<file path="src/verilog/pump_ctrl_defs.svh">
`ifndef PUMP_CTRL_DEFS_SVH
`define PUMP_CTRL_DEFS_SVH

// ****************************************
// Register addresses on the transmitter register port
// ****************************************
`define TRIM_ADDR 8'h08
`define CTRL2_ADDR 8'h0a

// ****************************************
// Field positions
// ****************************************
`define TRIM_BLEED_BIT 5
`define CTRL2_RUN_BIT 0
`define CTRL2_TSEL_LO 1
`define CTRL2_TSEL_HI 2
`define CTRL2_BATT_BIT 3
`define CTRL2_CAP_BIT 4

// ****************************************
// Reset values
// ****************************************
`define TRIM_RESET 8'h00
`define CTRL2_RESET 8'h00

// ****************************************
// Timing
// ****************************************
// System clock cycles per pump oscillator period.
`define OSC_DIV 8'h0a
// Default oscillator periods in the shortest charge time.
`define TIMEOUT_BASE_TICKS 32'h00000400

`endif

</file>
<file path="src/verilog/pump_ctrl_pkg.sv">
package pump_ctrl_pkg;

  // Host write and read request on the register port.
  typedef struct packed {
    logic [7:0] addr;
    logic wr;
    logic rd;
    logic [7:0] wdata;
  } reg_req_t;

  // Software control bits held by the block.
  typedef struct packed {
    logic [1:0] tsel;
    logic cap_sel;
    logic batt_sel;
    logic bleed;
  } ctrl_t;

  typedef enum logic {
    PUMP_IDLE,
    PUMP_CHARGING
  } pump_state_t;

endpackage

</file>
<file path="src/verilog/rf_charge_pump_control.sv">
`timescale 1ns/100ps
`include "pump_ctrl_defs.svh"

module rf_charge_pump_control #(
  parameter int TIMEOUT_BASE_TICKS = `TIMEOUT_BASE_TICKS
) (
  input wire logic clock_i,
  input wire logic rst_i,
  input wire logic rf_reset_i,
  input wire pump_ctrl_pkg::reg_req_t req_i,
  input wire logic charge_limit_i,
  output logic [7:0] rdata_o,
  output logic pump_en_o,
  output logic bleed_en_o,
  output logic cap_sel_o,
  output logic batt_sel_o
);
  import pump_ctrl_pkg::*;

  // ****************************************
  // Declarations
  // ****************************************
  pump_state_t state_r, state_nxt;
  ctrl_t ctrl_r, ctrl_nxt;
  logic [7:0] div_r, div_nxt;
  logic [15:0] ticks_r, ticks_nxt;
  logic [7:0] rdata_r, rdata_nxt;
  logic pump_en_r, pump_en_nxt;
  logic wr_trim, wr_ctrl2, osc_tick;
  logic timeout_hit, run_set_req, run_clr_req;

  // Charge time in oscillator periods doubles with each select step.
  function automatic logic [15:0] tick_limit(input logic [1:0] sel);
    tick_limit = 16'(TIMEOUT_BASE_TICKS) << sel;
  endfunction

  // Address match for the trim register; shared by write and read decode.
  function automatic logic is_trim(input logic [7:0] addr);
    is_trim = (addr == `TRIM_ADDR);
  endfunction

  // Address match for the second control register.
  function automatic logic is_ctrl2(input logic [7:0] addr);
    is_ctrl2 = (addr == `CTRL2_ADDR);
  endfunction

  // Readback image of the trim register. Only the bleed bit is real; the
  // reserved positions are forced low so software never sees stale bits.
  function automatic logic [7:0] trim_image(input logic bleed);
    trim_image = 8'h00;
    trim_image[`TRIM_BLEED_BIT] = bleed;
  endfunction

  // Readback image of the second control register. The run position shows
  // the live charge state rather than a stored bit, so polling sees the
  // hardware end of a cycle without any extra clearing logic.
  function automatic logic [7:0] ctrl2_image(input logic charging,
                                             input ctrl_t bits);
    ctrl2_image = 8'h00;
    ctrl2_image[`CTRL2_RUN_BIT] = charging;
    ctrl2_image[`CTRL2_TSEL_HI:`CTRL2_TSEL_LO] = bits.tsel;
    ctrl2_image[`CTRL2_BATT_BIT] = bits.batt_sel;
    ctrl2_image[`CTRL2_CAP_BIT] = bits.cap_sel;
  endfunction

  // ****************************************
  // Register port decode
  // ****************************************
  assign wr_trim = req_i.wr && is_trim(req_i.addr);
  assign wr_ctrl2 = req_i.wr && is_ctrl2(req_i.addr);
  // Run bit requests carried by a write of the second control register.
  assign run_set_req = wr_ctrl2 && req_i.wdata[`CTRL2_RUN_BIT];
  assign run_clr_req = wr_ctrl2 && !req_i.wdata[`CTRL2_RUN_BIT];
  // The oscillator only runs while charging, so no tick when idle.
  assign osc_tick = (state_r == PUMP_CHARGING) && (div_r == `OSC_DIV - 8'h01);
  // Greater-or-equal rather than equal: if the host shortens the select in
  // mid-charge the counter may already be past the new limit, and an
  // equality test would then let the pump run until the counter wraps.
  assign timeout_hit = osc_tick &&
    (ticks_r >= tick_limit(ctrl_r.tsel) - 16'h0001);

  // Control bits; the transmitter reset clears all of them.
  always_comb begin
    ctrl_nxt = ctrl_r;
    if (rf_reset_i) begin
      ctrl_nxt = '0;
    end else begin
      if (wr_trim) begin
        ctrl_nxt.bleed = req_i.wdata[`TRIM_BLEED_BIT];
      end
      if (wr_ctrl2) begin
        ctrl_nxt.tsel = req_i.wdata[`CTRL2_TSEL_HI:`CTRL2_TSEL_LO];
        ctrl_nxt.cap_sel = req_i.wdata[`CTRL2_CAP_BIT];
        ctrl_nxt.batt_sel = req_i.wdata[`CTRL2_BATT_BIT];
      end
    end
  end

  // ****************************************
  // Charge cycle control
  // ****************************************
  // A host write of the run bit takes priority over the hardware end, so a
  // restart written in the ending cycle is not lost.
  always_comb begin
    state_nxt = state_r;
    div_nxt = div_r;
    ticks_nxt = ticks_r;
    unique case (state_r)
      PUMP_IDLE: begin
        if (wr_ctrl2 && req_i.wdata[`CTRL2_RUN_BIT]) begin
          state_nxt = PUMP_CHARGING;
          div_nxt = 8'h00;
          ticks_nxt = 16'h0000;
        end
      end
      PUMP_CHARGING: begin
        div_nxt = osc_tick ? 8'h00 : div_r + 8'h01;
        ticks_nxt = osc_tick ? ticks_r + 16'h0001 : ticks_r;
        if (run_clr_req) begin
          state_nxt = PUMP_IDLE;
        end else if (charge_limit_i || timeout_hit) begin
          if (run_set_req) begin
            // The host sets run in the very cycle that hardware ends the
            // charge: the bit falls and rises again, so count afresh.
            div_nxt = 8'h00;
            ticks_nxt = 16'h0000;
          end else if (charge_limit_i) begin
            state_nxt = PUMP_IDLE;
          end else begin
            state_nxt = PUMP_IDLE;
          end
        end
      end
    endcase
    if (rf_reset_i) begin
      state_nxt = PUMP_IDLE;
      div_nxt = 8'h00;
      ticks_nxt = 16'h0000;
    end
    pump_en_nxt = (state_nxt == PUMP_CHARGING);
  end

  // ****************************************
  // Read data
  // ****************************************
  // Read data is registered, so it appears the cycle after the strobe.
  always_comb begin
    rdata_nxt = rdata_r;
    if (req_i.rd) begin
      if (is_trim(req_i.addr)) begin
        rdata_nxt = trim_image(ctrl_r.bleed);
      end else if (is_ctrl2(req_i.addr)) begin
        rdata_nxt = ctrl2_image(state_r == PUMP_CHARGING, ctrl_r);
      end else begin
        // Unmapped addresses read as zero rather than as a stale byte.
        rdata_nxt = 8'h00;
      end
    end
  end

  // ****************************************
  // Registers
  // ****************************************
  // Software control bits. Only the main reset is asynchronous; the
  // transmitter reset arrives through the next-value logic above.
  always_ff @(posedge clock_i or posedge rst_i) begin
    if (rst_i) begin
      ctrl_r <= '0;
    end else begin
      ctrl_r <= ctrl_nxt;
    end
  end

  // Charge state, oscillator divider, timeout counter and pump enable.
  // The enable is its own flop so the pin never glitches on state decode.
  always_ff @(posedge clock_i or posedge rst_i) begin
    if (rst_i) begin
      state_r <= PUMP_IDLE;
      div_r <= 8'h00;
      ticks_r <= 16'h0000;
      pump_en_r <= 1'b0;
    end else begin
      state_r <= state_nxt;
      div_r <= div_nxt;
      ticks_r <= ticks_nxt;
      pump_en_r <= pump_en_nxt;
    end
  end

  // Read data holder; it keeps the last answer until the next read strobe.
  always_ff @(posedge clock_i or posedge rst_i) begin
    if (rst_i) begin
      rdata_r <= 8'h00;
    end else begin
      rdata_r <= rdata_nxt;
    end
  end

  // ****************************************
  // Outputs
  // ****************************************
  // Every pin is a flop output. The supply selects follow host writes
  // directly; keeping them exclusive is left to the host.
  assign rdata_o = rdata_r;
  assign pump_en_o = pump_en_r;
  assign bleed_en_o = ctrl_r.bleed;
  assign cap_sel_o = ctrl_r.cap_sel;
  assign batt_sel_o = ctrl_r.batt_sel;

endmodule // rf_charge_pump_control

</file>
<file path="config.mk">
export PLATFORM = sky130hd
export DESIGN_NAME = rf_charge_pump_control
export DESIGN_NICKNAME = d
export VERILOG_FILES = /design/src/verilog/pump_ctrl_pkg.sv /design/src/verilog/rf_charge_pump_control.sv
export VERILOG_INCLUDE_DIRS = /design/src /design/src/verilog
export SDC_FILE = /design/constraint.sdc
export NUM_CORES = 1
export LEC_CHECK = 0
export BUFFER_PORTS_ARGS = -buffer_cell sky130_fd_sc_hd__buf_2
export CAP_MARGIN = 0
export CELL_PAD_IN_SITES_DETAIL_PLACEMENT = 1
export CELL_PAD_IN_SITES_GLOBAL_PLACEMENT = 2
export CORE_MARGIN = 2
export CORE_UTILIZATION = 37
export CTS_CLUSTER_SIZE = 25
export DETAILED_ROUTE_END_ITERATION = 12
export PLACE_DENSITY = 0.93
export SLEW_MARGIN = 20
export SYNTH_ARGS = -nofsm -noshare
export SYNTH_HDL_FRONTEND = slang
export SYNTH_SLANG_ARGS = --single-unit
</file>
<file path="constraint.sdc">
create_clock -name clock_i -period 4.2 [get_ports clock_i]
set_input_delay 0.63 -clock clock_i [delete_from_list [all_inputs] [get_ports clock_i]]
set_output_delay 0.63 -clock clock_i [all_outputs]
set_load 0.05 [all_outputs]
</file>
==> impl_metrics.json <==
{
  "wl_met3_um": 139,
  "dr.pass1.iters": 4,
  "die_area_um2": 5940,
  "avgViaCountPerCell": 5.60,
  "rr_startpoint": "div_r[1]",
  "maxSlewHeadroom": 0.528,
  "grt_pass1_wl_um": 8030,
  "numCtsBuffers": 5,
  "ys_top_cells_by_area": "dfrtp_1, ha_1, a21oi_1",
  "grt_pass1_vias": 1744,
  "cts_hold_buf": 0,
  "hold_path.class": "in2async",
  "fin_crit_ns": 2.65,
  "rsz0062_at_grt": "no",
  "die_h_um": 77.1,
  "finalHoldViolCount": 0,
  "stdcell_count": 302,
  "port_buffers": 29,
  "clockBufferDepth": 2,
  "synthArstFlopShare": 1.00,
  "endpoint": "ticks_r[10]",
  "leakagePower_nw": 1.06,
  "power.density_nw_per_um2": 282,
  "path_max_fanout": 14,
  "path_class": "reg2reg",
  "avgRoutedWirePerCell_um": 15.4,
  "syn_area_um2": 1980,
  "reg2reg_depth": 7,
  "post_cts_buffers": 0,
  "p_clk_frac": 0.402,
  "cp_data_arrival_time_ns": 2.85,
  "grt_max_degree": 37,
  "vias": 1690,
  "grt_util_all_layers": 0.165,
  "antenna_found_initial": 0,
  "maxCapViolations": 0,
  "clock_skew_ns": 0.00469,
  "detailed_place_hpwl_um": 3390,
  "dr_wl_met2_um": 2330,
  "setup_tns_ns": 0,
  "yosys_warnings": 0,
  "slew_viol_final": 0,
  "synthCells": 202,
  "synth_edf_count": 0,
  "finalSetupViolCount": 0,
  "fp-row-count": 26,
  "p_switching_uw": 151,
  "ctsResizeCount": 0,
  "htreeDepth": 2,
  "m1WireLength_um": 2140,
  "r2r_slack_ns": 1.55,
  "outcome": "complete, no violations",
  "worst-path-stages": 7,
  "crit_start": "div_r[1]",
  "synth_cell_types": 50,
  "ant_nets": 0,
  "drt_iter0_drc": 68,
  "clkLatencyLatePin_ns": 0.29,
  "cp.required_ns": 4.40,
  "gp_congestion": 0.785,
  "initial_core_util": 0.385,
  "cts.sinks": 36,
  "clk_pin_slew_ns": 0.07,
  "dpl_worst_slack_ns": 1.54,
  "yosys.area.top_type": "dfrtp_1",
  "ys_dominant_reg_cell": "dfrtp_1",
  "crit_family": "simple AND/OR/NAND/NOR gates",
  "cts-root-buf": "clkbuf_8",
  "ys_ff_latch": 36,
  "setup_slack_ns": 1.55,
  "clock.fmax_mhz": 377,
  "most-common-layout-cells": "dfrtp_1, buf_2, nand2_1",
  "p_comb_frac": 0.055,
  "area_growth_pct": 14.3,
  "critPathBufInv": 1,
  "syn_avg_cell_area_um2": 9.79,
  "hold_ws_ns": 0.435,
  "synth-seq-area-share": 0.456,
  "worstSetupStartpointType": "flop",
  "core_um2": 5140,
  "swShare": 0.236,
  "drive_gt1_frac": 0.194,
  "dp.cells": 294,
  "top_layer_used": "met4",
  "p_int_uw": 488,
  "final_core_util": 0.440,
  "wl_um": 4650,
  "ios": 34,
  "seqPwrFrac": 0.543,
  "max_stage_delay_ns": 0.64,
  "layout_commonest_cell": "dfrtp_1",
  "slowest_stage": "and2_0",
  "peakVddDrop_mv": 0.193,
  "cts_tree": "yes",
  "synth_top_cell_area_share": 0.456,
  "nNetsFinal": 260,
  "crit_chain": "inv_1, ha_1, nor4b_1, and2_0, nor3b_2, a41oi_1, a211oi_1",
  "globalRouteOverflowTotal": 0,
  "drc": 0,
  "cp-end-kind": "flop",
  "diodes": 0,
  "period_share": 0.631,
  "worst_pin_slew_ns": 0.707,
  "fp.dieW_um": 77.1,
  "r2r-end": "ticks_r[10]"
}
==> flip-flops by register name, summed over array words and instances (netlist names) <==
| signal | cells |
|---|---|
| cap_sel_o | 1 |
| ticks_r | 16 |
| div_r | 8 |
| bleed_en_o | 1 |
| pump_en_o | 1 |
| rdata_o | 6 |
| ctrl_r | 2 |
| batt_sel_o | 1 |
==> Yosys cell counts, types with 5 or more instances <==
master	count
a21oi_1	12
a31oi_1	9
and3_1	7
dfrtp_1	36
ha_1	7
inv_1	11
mux2i_1	6
nand2_1	15
nand3_1	11
nor2_1	12
nor3_1	5
o22ai_1	6
==> final cells by class <==
cell class | count | area, µm²
fillers | 626 | 2880
multi-input cells | 147 | 985
flip-flops and latches | 36 | 901
clock buffers | 6 | 82.6
well taps | 70 | 87.6
clock inverters | 2 | 10.0
inverters | 11 | 41.3
repair buffers | 30 | 153
==> power groups by stage <==
stage	Clock, mW	Combinational, mW	Sequential [mW]
floorplan	0	0.0213	0.353
finish	0.257	0.0350	0.347
CTS	0.264	0.0361	0.346
global route	0.282	0.0391	0.346
detailed placement	0	0.0360	0.353
global placement	0	0.0352	0.353
==> how the worst min path moves through the flow <==
stage / depth (start not counted) / to / slack (ns)
2_1_floorplan: 1 / div_r[7] / 0.45
3_3_place_gp: 1 / div_r[7] / 0.48
3_5_place_dp: 2 / rdata_o[4] / 0.52
4_1_cts: 3 / ticks_r[13] / 0.46
5_1_grt: 3 / rdata_o[4] / 0.50
6_report: 3 / cap_sel_o / 0.43
==> worst reg2reg max path, delay by kind of cell, from the launching register on <==
kind	cells	cell delay [ns]
simple gates	3	1.54
compound gates	2	0.40
flops	1	0.39
fa+ha+maj	1	0.15
buf+inv	1	0.08
==> layer usage <==
layer	vias up	GRT usage
met5	-	0
met4	0	0.0536
met3	4	0.0353
met2	22	0.287
met1	865	0.205
li1	799	-
==> cells by family after synthesis <==
kind of cell	share of synthesized area
fa+ha+maj	0.0443
flops	0.456
buf+inv	0.0481
mux	0.0304
compound gates	0.171
simple gates	0.225
other cells	0.00380
xor+xnor	0.0222
==> per-stage QoR <==
stage               area (µm²)  power, mW
detailed placement        2170      0.389
global route              2260      0.667
CTS                       2260      0.647
finish                    2260      0.638
floorplan                 1980      0.375
global placement          2170      0.389
(Power assumes the default switching activity.)
